## config.mk

```make
export PLATFORM = sky130hd
export DESIGN_NAME = mscc_top
export DESIGN_NICKNAME = d
export VERILOG_FILES = /design/src/mscc_pkg.sv /design/src/mscc_sync.sv /design/src/mscc_top.sv
export SDC_FILE = /design/constraint.sdc
export NUM_CORES = 1
export LEC_CHECK = 0
export ABC_AREA = 1
export BUFFER_PORTS_ARGS = -buffer_cell sky130_fd_sc_hd__buf_4
export CAP_MARGIN = 20
export CORE_AREA = 2 2 155 157
export DETAILED_ROUTE_END_ITERATION = 16
export DIE_AREA = 0 0 157 159
export PLACE_DENSITY_LB_ADDON = 0.3
export SLEW_MARGIN = 20
export SYNTH_ARGS = -nofsm -noshare
export SYNTH_HDL_FRONTEND = slang
export SYNTH_SLANG_ARGS = --single-unit
```

## constraint.sdc

```tcl
create_clock -name CLK -period 2.3 [get_ports CLK]
set_clock_uncertainty 0.2 [all_clocks]
set_input_delay 0.69 -clock CLK [delete_from_list [all_inputs] [get_ports CLK]]
set_output_delay 0.69 -clock CLK [all_outputs]
set_load 0.05 [all_outputs]
```

## src/mscc_pkg.sv

```systemverilog
// Constants for the motion and sequence command controller
// Contract
// RQ1 - Offset-adjust-on command puts the addressed channel into offset-adjust mode.
// RQ2 - Offset-adjust-off leaves the mode on given or active channel; otherwise ignored.
// RQ3 - In offset-adjust mode, trigger endlessly every 300 ms and display each value.
// RQ4 - Gain and function buttons pressed together also enter offset-adjust mode.
// RQ5 - Status word three bits 7, 6, 5 read zero during offset-adjust mode.
// RQ6 - Homing with direction drives motor until encoder index or sync pulse.
// RQ7 - Homing end: clear trigger counter, then stop motor, then set status one bit 0.
// RQ8 - Homing command without direction leaves the motor still.
// RQ9 - Motor plus starts forward, motor minus starts backward.
// RQ10 - Motor-stop stops the motor and disarms automatic-motor mode.
// RQ11 - Armed automatic mode starts the motor on run, in sequence direction.
// RQ12 - Automatic mode stops the motor when the measurement sequence finishes.
// RQ13 - Run starts the sequence at once, or waits for sync if synchronized.
// RQ14 - Run during a sequence in progress flags a syntax error.
// RQ15 - Abort halts the sequence, stops the motor, ends external-trigger measurement.
// RQ16 - End-marker command stores a marker string from decimal character codes.
// RQ17 - Result fetch with empty buffer returns the stored end-marker string.
// RQ18 - Marker is the single character 26 at power-on or with empty list.
// RQ19 - Forward indicator lit while running forward, backward while running backward.
// RQ20 - Trigger source select cancels sequence, stops motor, disarms automatic mode.
// RQ21 - Host homes the encoder before runs that rely on a defined zero.
package mscc_pkg;
  // Register byte offsets
  localparam logic [7:0] OFS_CMD = 8'h00;
  localparam logic [7:0] OFS_STAT1 = 8'h04;
  localparam logic [7:0] OFS_STAT3 = 8'h08;
  localparam logic [7:0] OFS_MOTOR = 8'h0C;
  localparam logic [7:0] OFS_FETCH = 8'h10;
  localparam logic [7:0] OFS_MARKLEN = 8'h14;
  // Command word fields
  localparam int CMD_OP_LSB = 0;
  localparam int CMD_ARG_LSB = 4;
  localparam int CMD_CHR_LSB = 8;
  // Opcodes
  localparam logic [3:0] OP_ADJ_ON = 4'h1;
  localparam logic [3:0] OP_ADJ_OFF = 4'h2;
  localparam logic [3:0] OP_HOME = 4'h3;
  localparam logic [3:0] OP_MOTOR = 4'h4;
  localparam logic [3:0] OP_RUN = 4'h5;
  localparam logic [3:0] OP_ABORT = 4'h6;
  localparam logic [3:0] OP_TRS = 4'h7;
  localparam logic [3:0] OP_EOD_DFLT = 4'h8;
  localparam logic [3:0] OP_EOD_NEW = 4'h9;
  localparam logic [3:0] OP_EOD_ADD = 4'hA;
  localparam logic [3:0] OP_SEQ_DEF = 4'hB;
  // Direction and motor arguments
  localparam logic [3:0] ARG_NONE = 4'h0;
  localparam logic [3:0] ARG_PLUS = 4'h1;
  localparam logic [3:0] ARG_MINUS = 4'h2;
  localparam logic [3:0] ARG_STOP = 4'h3;
  localparam logic [3:0] ARG_AUTO = 4'h4;
  // Status one bits
  localparam int ST1_HOMED = 0;
  localparam int ST1_BUSY = 1;
  localparam int ST1_SYNERR = 4;
  // Reset values and bus response codes
  localparam logic [7:0] MARK_DFLT = 8'h1A;
  localparam logic [2:0] TRS_RST = 3'h0;
  localparam logic [1:0] RESP_OKAY = 2'h0;
  localparam logic [1:0] RESP_SLVERR = 2'h2;
  // Timing
  localparam longint CLK_HZ = 40_000_000;
  localparam longint ADJ_PERIOD_MS = 300;
  localparam int ADJ_CYCLES = int'((ADJ_PERIOD_MS * CLK_HZ) / 1000);
  typedef enum logic [1:0] {H_IDLE = 2'b00, H_SEEK = 2'b01, H_CLEAR = 2'b10,
                            H_STOP = 2'b11} mscc_home_t;
  typedef enum logic [1:0] {S_IDLE = 2'b00, S_WAIT = 2'b01, S_RUN = 2'b10} mscc_seq_t;
endpackage

```

## src/mscc_sync.sv

```systemverilog
// Three-stage pin synchroniser with agreement filter
`timescale 1ns/100ps
module mscc_sync #(
  parameter int W = 4
) (
  // Clock and reset
  input wire logic clk,
  input wire logic nrst,
  // Pins and clean levels
  input wire logic [W-1:0] pin,
  output logic [W-1:0] lvl
);
  genvar g;
  generate
    for (g = 0; g < W; g++)
    begin : g_bit
      logic s1_q;
      logic s2_q;
      logic s3_q;
      logic lvl_q;
      always_ff @(posedge clk or negedge nrst)
      begin
        if (!nrst)
        begin
          s1_q <= 1'b0;
          s2_q <= 1'b0;
          s3_q <= 1'b0;
          lvl_q <= 1'b0;
        end
        else
        begin
          s1_q <= pin[g];
          s2_q <= s1_q;
          s3_q <= s2_q;
          // Only an agreed level passes, so one-cycle glitches are dropped
          if (s2_q == s3_q)
            lvl_q <= s3_q;
        end
      end
      assign lvl[g] = lvl_q;
    end
  endgenerate
endmodule

```

## src/mscc_top.sv

```systemverilog
// Motion and sequence command controller with AXI4-Lite registers
`timescale 1ns/100ps
module mscc_top #(
  parameter int ADJ_CYCLES = mscc_pkg::ADJ_CYCLES,
  parameter int MARK_DEPTH = 16,
  parameter int NCHAN = 2
) (
  // Clock and reset
  input wire logic CLK,
  input wire logic NRST,
  // AXI4-Lite write
  input wire logic [7:0] S_AXI_AWADDR,
  input wire logic S_AXI_AWVALID,
  output logic S_AXI_AWREADY,
  input wire logic [31:0] S_AXI_WDATA,
  input wire logic [3:0] S_AXI_WSTRB,
  input wire logic S_AXI_WVALID,
  output logic S_AXI_WREADY,
  output logic [1:0] S_AXI_BRESP,
  output logic S_AXI_BVALID,
  input wire logic S_AXI_BREADY,
  // AXI4-Lite read
  input wire logic [7:0] S_AXI_ARADDR,
  input wire logic S_AXI_ARVALID,
  output logic S_AXI_ARREADY,
  output logic [31:0] S_AXI_RDATA,
  output logic [1:0] S_AXI_RRESP,
  output logic S_AXI_RVALID,
  input wire logic S_AXI_RREADY,
  // Asynchronous pins
  input wire logic ENC_INDEX,
  input wire logic EXT_SYNC,
  input wire logic GAIN_BTN,
  input wire logic FUNC_BTN,
  // Sequencer and result buffer, same clock
  input wire logic SEQ_DONE,
  input wire logic BUF_EMPTY,
  input wire logic [31:0] RESULT_DATA,
  // Motor and panel
  output logic MOTOR_FWD,
  output logic MOTOR_BWD,
  output logic FORWARD_IND,
  output logic BACKWARD_IND,
  // Trigger and sequence control
  output logic CNT_CLR,
  output logic SEQ_START,
  output logic SEQ_ABORT,
  output logic [2:0] TRIG_SRC,
  output logic TRIG_SYNC,
  output logic [NCHAN-1:0] ADJ_ACTIVE,
  output logic ADJ_TRIG,
  output logic RESULT_POP
);
  localparam int ADJ_W = $clog2(ADJ_CYCLES + 1);
  localparam int PW = $clog2(MARK_DEPTH);
  localparam logic [PW:0] LEN_MAX = (PW + 1)'(MARK_DEPTH);

  // Pin synchronisers
  logic [3:0] pin_lvl;
  logic idx_prev_q;
  logic syn_prev_q;
  logic btn_prev_q;
  mscc_sync #(.W(4)) u_sync (
    .clk(CLK),
    .nrst(NRST),
    .pin({FUNC_BTN, GAIN_BTN, EXT_SYNC, ENC_INDEX}),
    .lvl(pin_lvl)
  );
  wire idx_evt = pin_lvl[0] & ~idx_prev_q;
  wire syn_evt = pin_lvl[1] & ~syn_prev_q;
  wire both_btn = pin_lvl[2] & pin_lvl[3];
  wire btn_evt = both_btn & ~btn_prev_q;

  // AXI write channel
  logic aw_have_q;
  logic w_have_q;
  logic [7:0] aw_addr_q;
  logic [31:0] w_data_q;
  logic [3:0] w_strb_q;
  logic bvalid_q;
  logic [1:0] bresp_q;
  logic awready_q;
  logic wready_q;
  wire aw_take = S_AXI_AWVALID & ~aw_have_q & ~bvalid_q;
  wire w_take = S_AXI_WVALID & ~w_have_q & ~bvalid_q;
  wire wr_go = aw_have_q & w_have_q & ~bvalid_q;
  // Readies come from flops; their next value mirrors the next holding state
  wire bvalid_d = wr_go | (bvalid_q & ~S_AXI_BREADY);
  wire awready_d = ~bvalid_d & ~aw_have_q & ~aw_take;
  wire wready_d = ~bvalid_d & ~w_have_q & ~w_take;
  wire wr_map = (aw_addr_q == mscc_pkg::OFS_CMD) || (aw_addr_q == mscc_pkg::OFS_STAT1);
  wire cmd_go = wr_go & (aw_addr_q == mscc_pkg::OFS_CMD) & (&w_strb_q[1:0]);
  wire st1_wr = wr_go & (aw_addr_q == mscc_pkg::OFS_STAT1) & w_strb_q[0];
  wire [3:0] op = w_data_q[mscc_pkg::CMD_OP_LSB +: 4];
  wire [3:0] arg = w_data_q[mscc_pkg::CMD_ARG_LSB +: 4];
  wire [7:0] chr = w_data_q[mscc_pkg::CMD_CHR_LSB +: 8];

  always_ff @(posedge CLK or negedge NRST)
  begin
    if (!NRST)
    begin
      aw_have_q <= 1'b0;
      w_have_q <= 1'b0;
      aw_addr_q <= 8'h00;
      w_data_q <= 32'h0000_0000;
      w_strb_q <= 4'h0;
      bvalid_q <= 1'b0;
      bresp_q <= mscc_pkg::RESP_OKAY;
      awready_q <= 1'b1;
      wready_q <= 1'b1;
    end
    else
    begin
      if (aw_take)
      begin
        aw_have_q <= 1'b1;
        aw_addr_q <= {S_AXI_AWADDR[7:2], 2'b00};
      end
      if (w_take)
      begin
        w_have_q <= 1'b1;
        w_data_q <= S_AXI_WDATA;
        w_strb_q <= S_AXI_WSTRB;
      end
      if (wr_go)
      begin
        aw_have_q <= 1'b0;
        w_have_q <= 1'b0;
        bvalid_q <= 1'b1;
        bresp_q <= wr_map ? mscc_pkg::RESP_OKAY : mscc_pkg::RESP_SLVERR;
      end
      else if (bvalid_q && S_AXI_BREADY)
        bvalid_q <= 1'b0;
      awready_q <= awready_d;
      wready_q <= wready_d;
    end
  end
  assign S_AXI_AWREADY = awready_q;
  assign S_AXI_WREADY = wready_q;
  assign S_AXI_BVALID = bvalid_q;
  assign S_AXI_BRESP = bresp_q;

  // Command strobes
  wire c_adj_on = cmd_go && op == mscc_pkg::OP_ADJ_ON;
  wire c_adj_off = cmd_go && op == mscc_pkg::OP_ADJ_OFF;
  wire c_home = cmd_go && op == mscc_pkg::OP_HOME;
  wire c_mot = cmd_go && op == mscc_pkg::OP_MOTOR;
  wire c_run = cmd_go && op == mscc_pkg::OP_RUN;
  wire c_abort = cmd_go && op == mscc_pkg::OP_ABORT;
  wire c_trs = cmd_go && op == mscc_pkg::OP_TRS;
  wire c_seqdef = cmd_go && op == mscc_pkg::OP_SEQ_DEF;
  wire c_mot_fwd = c_mot && arg == mscc_pkg::ARG_PLUS;
  wire c_mot_bwd = c_mot && arg == mscc_pkg::ARG_MINUS;
  wire c_mot_stop = c_mot && arg == mscc_pkg::ARG_STOP;
  wire c_mot_auto = c_mot && arg == mscc_pkg::ARG_AUTO;
  wire c_home_dir = c_home && (arg == mscc_pkg::ARG_PLUS || arg == mscc_pkg::ARG_MINUS);

  // Offset adjust
  logic [NCHAN-1:0] adj_q;
  logic [NCHAN-1:0] act_q;
  logic [ADJ_W-1:0] adj_cnt_q;
  logic adj_trig_q;
  wire [NCHAN-1:0] off_mask = (arg[NCHAN-1:0] == '0) ? act_q : arg[NCHAN-1:0];
  // Clearing a channel not in the mode changes nothing, so no extra test is needed
  wire [NCHAN-1:0] adj_d = ((adj_q & ~({NCHAN{c_adj_off}} & off_mask))
                           | ({NCHAN{c_adj_on}} & arg[NCHAN-1:0])
                           | ({NCHAN{btn_evt}} & act_q)); // [RQ1] [RQ2] [RQ4]
  wire adj_any = |adj_q;
  wire adj_wrap = adj_cnt_q == ADJ_W'(ADJ_CYCLES - 1);
  always_ff @(posedge CLK or negedge NRST)
  begin
    if (!NRST)
    begin
      adj_q <= '0;
      act_q <= NCHAN'(1);
      adj_cnt_q <= '0;
      adj_trig_q <= 1'b0;
    end
    else
    begin
      adj_q <= adj_d;
      if (c_adj_on && arg[NCHAN-1:0] != '0)
        act_q <= arg[NCHAN-1:0];
      adj_cnt_q <= (!adj_any || adj_wrap) ? '0 : adj_cnt_q + 1'b1; // [RQ3]
      adj_trig_q <= adj_any & adj_wrap; // [RQ3]
    end
  end

  // Homing, sequence and motor
  mscc_pkg::mscc_home_t home_q;
  mscc_pkg::mscc_home_t home_d;
  mscc_pkg::mscc_seq_t seq_q;
  mscc_pkg::mscc_seq_t seq_d;
  logic fwd_q;
  logic bwd_q;
  logic auto_q;
  logic seq_def_q;
  logic seq_dir_q;
  logic [2:0] trs_q;
  logic trs_sync_q;
  logic homed_q;
  logic err_q;
  logic cnt_clr_q;
  logic seq_start_q;
  logic seq_abort_q;
  wire seq_fin = seq_q == mscc_pkg::S_RUN && SEQ_DONE;
  wire run_ok = c_run && seq_q == mscc_pkg::S_IDLE;
  wire run_bad = c_run && seq_q != mscc_pkg::S_IDLE; // [RQ14]
  wire home_hit = home_q == mscc_pkg::H_SEEK && (idx_evt || syn_evt); // [RQ6]
  wire mot_off = c_mot_stop || c_abort || c_trs || home_q == mscc_pkg::H_CLEAR
                 || (seq_fin && auto_q); // [RQ10] [RQ12] [RQ15] [RQ20] [RQ7]
  wire auto_go = run_ok && auto_q; // [RQ11]
  wire go_fwd = c_mot_fwd || (c_home_dir && arg == mscc_pkg::ARG_PLUS)
                || (auto_go && !seq_dir_q); // [RQ9] [RQ6]
  wire go_bwd = c_mot_bwd || (c_home_dir && arg == mscc_pkg::ARG_MINUS)
                || (auto_go && seq_dir_q);
  wire fwd_d = mot_off ? 1'b0 : (go_fwd ? 1'b1 : (go_bwd ? 1'b0 : fwd_q));
  wire bwd_d = mot_off ? 1'b0 : (go_bwd ? 1'b1 : (go_fwd ? 1'b0 : bwd_q));

  always_comb
  begin
    home_d = home_q;
    unique case (home_q)
      mscc_pkg::H_IDLE: if (c_home_dir) home_d = mscc_pkg::H_SEEK; // [RQ8]
      mscc_pkg::H_SEEK: if (home_hit) home_d = mscc_pkg::H_CLEAR;
      mscc_pkg::H_CLEAR: home_d = mscc_pkg::H_STOP;
      mscc_pkg::H_STOP: home_d = mscc_pkg::H_IDLE;
    endcase
    if (home_q == mscc_pkg::H_SEEK && (c_abort || c_mot_stop || c_trs))
      home_d = mscc_pkg::H_IDLE;
  end

  always_comb
  begin
    seq_d = seq_q;
    unique case (seq_q)
      mscc_pkg::S_IDLE: if (run_ok) seq_d = trs_sync_q ? mscc_pkg::S_WAIT : mscc_pkg::S_RUN;
      mscc_pkg::S_WAIT: if (syn_evt) seq_d = mscc_pkg::S_RUN; // [RQ13]
      mscc_pkg::S_RUN: if (SEQ_DONE) seq_d = mscc_pkg::S_IDLE;
      default: seq_d = mscc_pkg::S_IDLE;
    endcase
    if (c_abort || c_trs)
      seq_d = mscc_pkg::S_IDLE; // [RQ15] [RQ20]
  end

  always_ff @(posedge CLK or negedge NRST)
  begin
    if (!NRST)
    begin
      home_q <= mscc_pkg::H_IDLE;
      seq_q <= mscc_pkg::S_IDLE;
      fwd_q <= 1'b0;
      bwd_q <= 1'b0;
      auto_q <= 1'b0;
      seq_def_q <= 1'b0;
      seq_dir_q <= 1'b0;
      trs_q <= mscc_pkg::TRS_RST;
      trs_sync_q <= 1'b0;
      homed_q <= 1'b0;
      err_q <= 1'b0;
      cnt_clr_q <= 1'b0;
      seq_start_q <= 1'b0;
      seq_abort_q <= 1'b0;
      idx_prev_q <= 1'b0;
      syn_prev_q <= 1'b0;
      btn_prev_q <= 1'b0;
    end
    else
    begin
      idx_prev_q <= pin_lvl[0];
      syn_prev_q <= pin_lvl[1];
      btn_prev_q <= both_btn;
      home_q <= home_d;
      seq_q <= seq_d;
      fwd_q <= fwd_d;
      bwd_q <= bwd_d;
      auto_q <= (auto_q | c_mot_auto) & ~c_mot_stop & ~c_trs; // [RQ10] [RQ20]
      seq_def_q <= (seq_def_q | c_seqdef) & ~c_trs; // [RQ20]
      if (c_seqdef)
        seq_dir_q <= arg == mscc_pkg::ARG_MINUS;
      if (c_trs)
      begin
        trs_q <= arg[2:0];
        trs_sync_q <= arg[3];
      end
      cnt_clr_q <= home_hit; // [RQ7]
      // Set wins over a same-cycle software clear
      homed_q <= (homed_q & ~(st1_wr & w_data_q[mscc_pkg::ST1_HOMED]))
                 | (home_q == mscc_pkg::H_STOP); // [RQ7]
      err_q <= (err_q & ~(st1_wr & w_data_q[mscc_pkg::ST1_SYNERR])) | run_bad; // [RQ14]
      seq_start_q <= (run_ok && !trs_sync_q)
                     || (seq_q == mscc_pkg::S_WAIT && syn_evt && !c_abort && !c_trs); // [RQ13]
      seq_abort_q <= c_abort; // [RQ15]
    end
  end

  // End-of-data marker store
  logic [7:0] mark_mem [MARK_DEPTH];
  logic [PW:0] mark_len_q;
  logic [PW-1:0] mark_ptr_q;
  logic mark_dflt_q;
  wire c_eod_new = cmd_go && op == mscc_pkg::OP_EOD_NEW;
  wire c_eod_add = cmd_go && op == mscc_pkg::OP_EOD_ADD && !mark_dflt_q && mark_len_q < LEN_MAX;
  wire [PW-1:0] mark_wa = c_eod_new ? '0 : mark_len_q[PW-1:0];
  always_ff @(posedge CLK)
  begin
    if (c_eod_new || c_eod_add)
      mark_mem[mark_wa] <= chr; // [RQ16]
  end

  // AXI read channel
  logic arready_q;
  logic rvalid_q;
  logic [31:0] rdata_q;
  logic [1:0] rresp_q;
  logic pop_q;
  wire ar_take = S_AXI_ARVALID & arready_q;
  wire [7:0] ra = {S_AXI_ARADDR[7:2], 2'b00};
  wire fetch_rd = ar_take && ra == mscc_pkg::OFS_FETCH;
  wire mark_rd = fetch_rd && BUF_EMPTY; // [RQ17]
  wire mark_last = mark_dflt_q || ({1'b0, mark_ptr_q} == mark_len_q - 1'b1);
  wire [7:0] mark_chr = mark_dflt_q ? mscc_pkg::MARK_DFLT : mark_mem[mark_ptr_q]; // [RQ18]
  wire [7:0] st1_w = {3'b000, err_q, 2'b00, seq_q != mscc_pkg::S_IDLE, homed_q};
  // Trigger source shows in bits 7..5 except while adjusting
  wire [7:0] st3_w = {adj_any ? 3'b000 : trs_q, trs_sync_q, 4'(adj_q)}; // [RQ5]
  wire [7:0] mot_w = {2'b00, seq_def_q, auto_q, home_q != mscc_pkg::H_IDLE, seq_dir_q,
                      bwd_q, fwd_q};
  wire rd_map = ra == mscc_pkg::OFS_CMD || ra == mscc_pkg::OFS_STAT1
                || ra == mscc_pkg::OFS_STAT3 || ra == mscc_pkg::OFS_MOTOR
                || ra == mscc_pkg::OFS_FETCH || ra == mscc_pkg::OFS_MARKLEN;
  wire [31:0] rd_w = (ra == mscc_pkg::OFS_STAT1) ? {24'h00_0000, st1_w} :
                     (ra == mscc_pkg::OFS_STAT3) ? {24'h00_0000, st3_w} :
                     (ra == mscc_pkg::OFS_MOTOR) ? {24'h00_0000, mot_w} :
                     (ra == mscc_pkg::OFS_MARKLEN) ? 32'(mark_len_q) :
                     (ra == mscc_pkg::OFS_FETCH) ?
                       (BUF_EMPTY ? {22'h00_0000, 1'b1, mark_last, mark_chr} : RESULT_DATA) :
                     32'h0000_0000;

  always_ff @(posedge CLK or negedge NRST)
  begin
    if (!NRST)
    begin
      arready_q <= 1'b1;
      rvalid_q <= 1'b0;
      rdata_q <= 32'h0000_0000;
      rresp_q <= mscc_pkg::RESP_OKAY;
      pop_q <= 1'b0;
      mark_len_q <= (PW + 1)'(1);
      mark_ptr_q <= '0;
      mark_dflt_q <= 1'b1;
    end
    else
    begin
      pop_q <= fetch_rd && !BUF_EMPTY;
      if (ar_take)
      begin
        arready_q <= 1'b0;
        rvalid_q <= 1'b1;
        rdata_q <= rd_w;
        rresp_q <= rd_map ? mscc_pkg::RESP_OKAY : mscc_pkg::RESP_SLVERR;
      end
      else if (rvalid_q && S_AXI_RREADY)
      begin
        rvalid_q <= 1'b0;
        arready_q <= 1'b1;
      end
      // Marker read pointer walks the string and wraps after the last character
      if (cmd_go && (op == mscc_pkg::OP_EOD_DFLT || op == mscc_pkg::OP_EOD_NEW))
      begin
        mark_dflt_q <= op == mscc_pkg::OP_EOD_DFLT; // [RQ18]
        mark_len_q <= (PW + 1)'(1);
        mark_ptr_q <= '0;
      end
      else if (c_eod_add)
        mark_len_q <= mark_len_q + 1'b1; // [RQ16]
      else if (mark_rd)
        mark_ptr_q <= mark_last ? '0 : mark_ptr_q + 1'b1; // [RQ17]
    end
  end

  assign S_AXI_ARREADY = arready_q;
  assign S_AXI_RVALID = rvalid_q;
  assign S_AXI_RDATA = rdata_q;
  assign S_AXI_RRESP = rresp_q;
  assign MOTOR_FWD = fwd_q;
  assign MOTOR_BWD = bwd_q;
  assign FORWARD_IND = fwd_q; // [RQ19]
  assign BACKWARD_IND = bwd_q; // [RQ19]
  assign CNT_CLR = cnt_clr_q;
  assign SEQ_START = seq_start_q;
  assign SEQ_ABORT = seq_abort_q;
  assign TRIG_SRC = trs_q;
  assign TRIG_SYNC = trs_sync_q;
  assign ADJ_ACTIVE = adj_q;
  assign ADJ_TRIG = adj_trig_q;
  assign RESULT_POP = pop_q;
endmodule
```

# [Yosys cells after proc, flatten, opt, wreduce, memory -nomap -nowiden]
# Memory sizes are Yosys's and may differ from the RTL's.
# Index checks and enable logic that the tools add are counted.
[word_totals] n_memories=1 reg_bits=144 mem_bits_rw=128 input_bits=97 elab_cells=287
[memory_table] name="mark_mem" depth=16 word_bits=8 read_ports=1 rd_ports_with_merged_regs=0 wr=1 line="mscc_top.sv:298" source="logic [7:0] mark_mem [MARK_DEPTH];"
[classes] reduce_logical=88 bitwise_logic=54 n_addsub=4 mux=47 eq_ne=38 n_lt_le_gt_ge=1
[op_table] operator="$mux 32" count=6
[op_table] operator="$logic_and 1x1->1" count=39
[op_table] operator="$and 1x1->1" count=28
[op_table] operator="$add 24x1->24 const B" count=1
[op_table] operator="$eq 24x24->1 const B" count=1
[op_table] operator="$mux 24" count=1
[op_table] operator="$logic_or 1x1->1" count=22
[op_table] operator="$mux 2" count=11
[op_table] operator="$eq 4x3->1 const B" count=5
[op_table] operator="$mux 4" count=5
[op_table] operator="$mux 1" count=18
[op_table] operator="$reduce_bool 2->1" count=9
[op_table] operator="$eq 4x2->1 const B" count=4
[op_table] operator="$eq 4x4->1 const B" count=4
[op_table] operator="$logic_not 8->1" count=2
[op_table] operator="$not 1->1" count=14
[op_table] operator="$eq 6x1->1 const B" count=2
[op_table] operator="$eq 6x2->1 const B" count=2
[op_table] operator="$eq 6x3->1 const B" count=2
[op_table] operator="$mux 5" count=2
[op_table] operator="$ne 3x2->1 const B" count=3
[op_table] operator="$and 2x2->2" count=4
[op_table] operator="$eq 4x1->1 const B" count=2
[op_table] operator="$mux 8" count=1
[op_table] operator="22 further kinds" count=44

# [Longest topological paths before layout]
[depth] depth_word=12 mapped_depth=16 mapped_depth_nobuf=15

# [Cells and area by module]
# Synthesis repeated with hierarchy kept, for this count alone.
[unflattened] cells_unflattened=1161 hier_area_um2=11858.9
[by_module_without_submodules] mod="mscc_top" seq_area_each_um2=7004.2 area_each_um2=11363.4 n_inst=1 cells_each=1125
[by_module_without_submodules] mod="mscc_sync" seq_area_each_um2=400.4 area_each_um2=495.5 n_inst=1 cells_each=36

# [Worst setup path after synthesis]
# Ideal clock, no wire load.
[synth_timing] path_type="register -> register" start="register bvalid_q, in the netlist S_AXI_BVALID" end="memory mark_mem[15][0] (enable)" setup_slack_ps=-420 required_time_ps=1717 path_stages_with_launch=10 path_buffers=0 arrival_time_ps=2137 setup_ps=383 cell_sequence="dfrtp_1 inv_2 nand3_4 nor2_2 nand4_1 nor2_2 nand3_2 clkinv_2 nand3_2 nor3_1"
[synth_between] elab_chain_len=10 word_cells_on_any_way=12
[synth_lines] item="start, declared" line="mscc_top.sv:80" source="logic bvalid_q;"
[synth_lines] item="start signal, assigned" line="mscc_top.sv:107" source="bvalid_q <= 1'b0;"
[synth_lines] item="start signal, assigned" line="mscc_top.sv:129" source="bvalid_q <= 1'b1;"
[synth_lines] item="start signal, assigned" line="mscc_top.sv:133" source="bvalid_q <= 1'b0;"
[synth_lines] item="$not 1->1 (*)" line="mscc_top.sv:86" source="wire wr_go = aw_have_q & w_have_q & ~bvalid_q;"
[synth_lines] item="$and 1x1->1 (*)" line="mscc_top.sv:86"
[synth_lines] item="$and 1x1->1 (*) (2 in a row)" line="mscc_top.sv:92" source="wire cmd_go = wr_go & (aw_addr_q == mscc_pkg::OFS_CMD) & (&w_strb_q[1:0]);"
[synth_lines] item="$logic_and 1x1->1 (3 in a row)" line="mscc_top.sv:303" source="wire c_eod_add = cmd_go && op == mscc_pkg::OP_EOD_ADD && !mark_dflt_q && mark_len_q < LEN_MAX;"
[synth_lines] item="$logic_or 1x1->1" line="mscc_top.sv:307" source="if (c_eod_new || c_eod_add)"
[synth_lines] item="$mux 1" line="mscc_top.sv:307"
[synth_lines] item="$mux 1 (not written as such)" line="mscc_top.sv:308" source="mark_mem[mark_wa] <= chr;"
[synth_lines] item="end, declared" line="mscc_top.sv:298"
# Mark *: on every way between the ends. The rest lies on a longest branch, timed or not.

# [Worst setup path in the final report]
[layout_timing] start="register aw_addr_q[5]" end="memory mark_mem[5][4] (enable)"
[layout_between] elab_chain_len=9 word_cells_on_any_way=11
[layout_lines] item="start, declared" line="mscc_top.sv:77" source="logic [7:0] aw_addr_q;"
[layout_lines] item="start signal, assigned" line="mscc_top.sv:117" source="aw_addr_q <= {S_AXI_AWADDR[7:2], 2'b00};"
[layout_lines] item="$logic_not 8->1 (*)" line="mscc_top.sv:92"
[layout_lines] item="$and 1x1->1 (*) (2 in a row)" line="mscc_top.sv:92"
[layout_lines] item="$logic_and 1x1->1 (3 in a row)" line="mscc_top.sv:303"
[layout_lines] item="$logic_or 1x1->1" line="mscc_top.sv:307"
[layout_lines] item="$mux 1" line="mscc_top.sv:307"
[layout_lines] item="$mux 1 (not written as such)" line="mscc_top.sv:308"
# Marks and branches as above.

==> results.yml <==
routing:
  firstDrtPassIters: 7
  wl_um: 27810
  avgViaCountPerCell: 5.302
  drt_iter0_markers: 695
  vias: 8908
  drtAntennaViolNets: 0
  route.detailed.drc: 0
  wire_per_inst_um: 16.55
synthesis:
  syn_area_sq_um: 11940
  synth_edf_count: 128
  synth_area_per_cell_sq_um: 10.25
  yosysWarnings: 0
  yosys_most_used_dff: "dfrtp_1"
  synth_cell_type_count: 55
  synth_cells: 1165
  seq_area_frac_synth_pct: 61.99
  ys_seq_elements: 270
  synthArstFlopShare_pct: 52.59
clock_network:
  cts_tree: "done"
  cts_made_buffers: 28
  insertion_delay_ns: 0.56
  cts.sinks: 270
  clk_pin_slew_ns: 0.06
  cts.path.max_buffers: 3
  htreeDepth: 1
  cts_root_buf: "clkbuf_16"
timing:
  layout_min_cycle_time_ns: 2.274
  setup_viol: 0
  max_freq_mhz: 439.8
  setup_slack_ns: 0.02646
  tightest_slew_ns: 0.6154
  rsz0062_at_grt: "true"
  post-route-period-util_pct: 98.85
  finalMaxSlewViolations: 0
  hold_viol: 0
  slew_headroom_pct: 58.98
global_routing:
  antenna_found_initial: 0
  grtUsageTotal_pct: 22.57
  grt_overflow_total: 0
  first_global_vias: 8809
  grt_pass1_wl_um: 45070
  grt_max_degree: 43
floorplan:
  ios: 153
  dieArea_sq_um: 24960
  dieHeight_um: 159
  initial_utilization_pct: 51.50
  core_sq_um: 23190
  die_width_um: 157
  num_rows: 56
power_and_ir_drop:
  ir_worst_vdd_v: 0.0009282
  powerDensity_nw_per_um2: 899.0
  leakage_nw: 6.408
place:
  gp_congestion: 0.8911
  numPlacedInstances: 1619
  dp_hpwl_um: 19610
  place.port_buffers: 128
  dpl_worst_slack_ns: 0.04160
worst_setup_path:
  cp-end-kind: "flip-flop"
  rr_startpoint: "aw_addr_q[5]$_DFFE_PN0P_"
  cpLargestDelayFamily: "simple AND/OR/NAND/NOR gates"
  cp_common_cell: "nor2_2"
  crit_path_start_kind: "flip-flop"
  cp_max_fo: 8
  crit_required_ns: 2.36
  max_stage_delay_ns: 0.38
  reg2reg_to: "mark_mem[5][4]$_DFFE_PP_"
  crit_type: "flip-flop to flip-flop"
  cp_num_buf_inv: 3
  critPathSlowestCell: "dfrtp_1"
  arrival_ns: 2.33
  r2r_cells: 10
  crit_chain: "nor2_2 -> inv_1 -> nor2_2 -> nand4_1 -> nor2_2 -> nand3_2 -> clkinv_4 -> nand3_2 -> nor2_4 -> buf_12"
  r2r_setup_slack_ns: 0.03
hold_path:
  min_from: "EXT_SYNC"
  min_path_cells: 1
  hp-class: "primary input to flip-flop"
  whs_endpoint: "u_sync.g_bit[1].s1_q$_DFF_PN0_"
finish:
  drive_above_1_share_pct: 23.07
  antenna_cells: 0
  syn_to_final_growth_pct: 24.40
  nets: 1444
  final_cells: 1680
flow_run:
  maxCapViolCount: 0
outcome:
  status: "finished, final reports clean"
-- cells in the final DEF (no fill, tap or decap), types with 9 or more instances in the layout --
| cell | n |
|---|---|
| o21ai_0 | 85 |
| nand3_1 | 64 |
| buf_12 | 18 |
| nand2_1 | 170 |
| edfxtp_1 | 128 |
| nor2_2 | 15 |
| mux2_2 | 11 |
| nor4_1 | 9 |
| a21oi_1 | 40 |
| o211ai_1 | 27 |
| nor2_1 | 177 |
| nand4_1 | 12 |
| nor2_4 | 10 |
| buf_4 | 164 |
| inv_1 | 105 |
| clkbuf_16 | 30 |
| a22o_1 | 22 |
| dfrtp_1 | 134 |
-- per-stage QoR --
step	utilization [%]	cell area [sq um]	power (W)	hold slack [ns]	setup TNS, ns
floorplan	-	12080	0.007763	0.1312	-0.8129
CTS	63.62	14750	0.01340	0.02079	0
finish	64.06	14860	0.01336	0.04057	0
global route	64.06	14860	0.01395	0.01843	-1.707
detailed placement	59.31	13760	0.008696	0.1355	0
global placement	59.31	13760	0.008619	0.1337	0
-- metal layers --
metal	global-route usage (%)	routed length (um)
met1	31.67	12250
met5	0	0
met4	5.254	557
met2	37.32	13610
met3	3.375	1389
-- cell type report --
| cell class | count | area, sq um |
|---|---|---|
| clock buffer | 34 | 769.5 |
| clock inverter | 18 | 219.0 |
| fill | 1830 | 8334 |
| inverter | 114 | 436.7 |
| multi-input combinational | 739 | 3991 |
| sequential | 270 | 7407 |
| tap | 319 | 399.1 |
| timing repair buffer | 186 | 1635 |
-- sequential cells by signal (all words and copies together), names as in the netlist, 2 cells and up --
| name | flops |
|---|---|
| ADJ_ACTIVE | 2 |
| u_sync.g_bit.s2_q | 4 |
| u_sync.g_bit.s1_q | 4 |
| aw_addr_q | 6 |
| TRIG_SRC | 3 |
| u_sync.g_bit.s3_q | 4 |
| seq_q | 2 |
| mark_len_q | 5 |
| w_data_q | 16 |
| mark_ptr_q | 4 |
| mark_mem | 128 |
| home_q | 2 |
| S_AXI_RDATA | 32 |
| act_q | 2 |
| w_strb_q | 2 |
| adj_cnt_q | 24 |
| u_sync.g_bit.lvl_q | 4 |
-- where the power goes --
group	internal [W]	total (W)	switching (W)
combinational	0.000794	0.00224	0.00145
clock	0.00285	0.00472	0.00188
sequential	0.00582	0.00639	0.000577
total	0.00946	0.0134	0.00390
-- cells by family (layout without fill, tap and decap cells) --
| family | after synthesis | after routing | synth area share [%] |
|---|---|---|---|
| AO/OA/AOI/OAI | 199 | 199 | 10.04 |
| XOR/XNOR | 14 | 14 | 1.027 |
| adder cells (fa/ha/maj) | 12 | 12 | 1.173 |
| buffers and inverters | 157 | 352 | 5.814 |
| flip-flops | 270 | 270 | 61.99 |
| multiplexers | 11 | 11 | 1.037 |
| other | 1 | 2 | 0.03140 |
| AND/OR/NAND/NOR | 501 | 501 | 18.89 |
-- cell usage after synthesis (all sizes together), types with 2 or more instances --
cell	number	area, sq um
nor2	202	803.3
dfstp	6	157.7
nor3	14	91.34
o311ai	2	17.52
xor2	8	70.07
nand3b	2	15.01
a22o	22	192.7
a21oi	40	200.2
clkbuf	8	30.03
mux2	11	123.9
clkinv	2	10.01
inv	112	422.9
or2	2	12.52
maj3	4	40.04
o22ai	3	18.77
ha	8	100.1
dfrtp	136	3403
buf	35	231.5
edfxtp	128	3844
a21boi	2	15.01
o211ai	27	202.7
o21a	2	15.01
xnor2	6	52.55
nor4	11	90.08
nand2	176	680.7
a211oi	2	15.01
nand3	75	430.4
nor3b	7	57.55
o31ai	2	15.01
o21ai	93	469.2
nand4	12	75.07
-- how the worst max path moves through the flow --
stage	start	to	cells after the start
after floorplan	S_AXI_BVALID$_DFFE_PN0P_	mark_mem[7][0]$_DFFE_PP_	9
after detailed placement	aw_addr_q[5]$_DFFE_PN0P_	mark_mem[5][0]$_DFFE_PP_	9
after global routing	mark_len_q[0]$_DFFE_PN1P_	mark_ptr_q[3]$_DFFE_PN0P_	10
after global placement	aw_addr_q[5]$_DFFE_PN0P_	mark_mem[4][0]$_DFFE_PP_	9
after CTS	aw_addr_q[5]$_DFFE_PN0P_	mark_mem[5][4]$_DFFE_PP_	9
final	aw_addr_q[5]$_DFFE_PN0P_	mark_mem[5][4]$_DFFE_PP_	10
-- what timing repair did --
action | CTS | global route
setup endpoints to repair | 0 | 61
hold buffers | 1 | 0
gates resized for setup | 0 | 4
endpoints found under the hold margin | 37 | 0
buffers inserted | 0 | 8
Note: power is estimated with default switching activity, not from simulation.
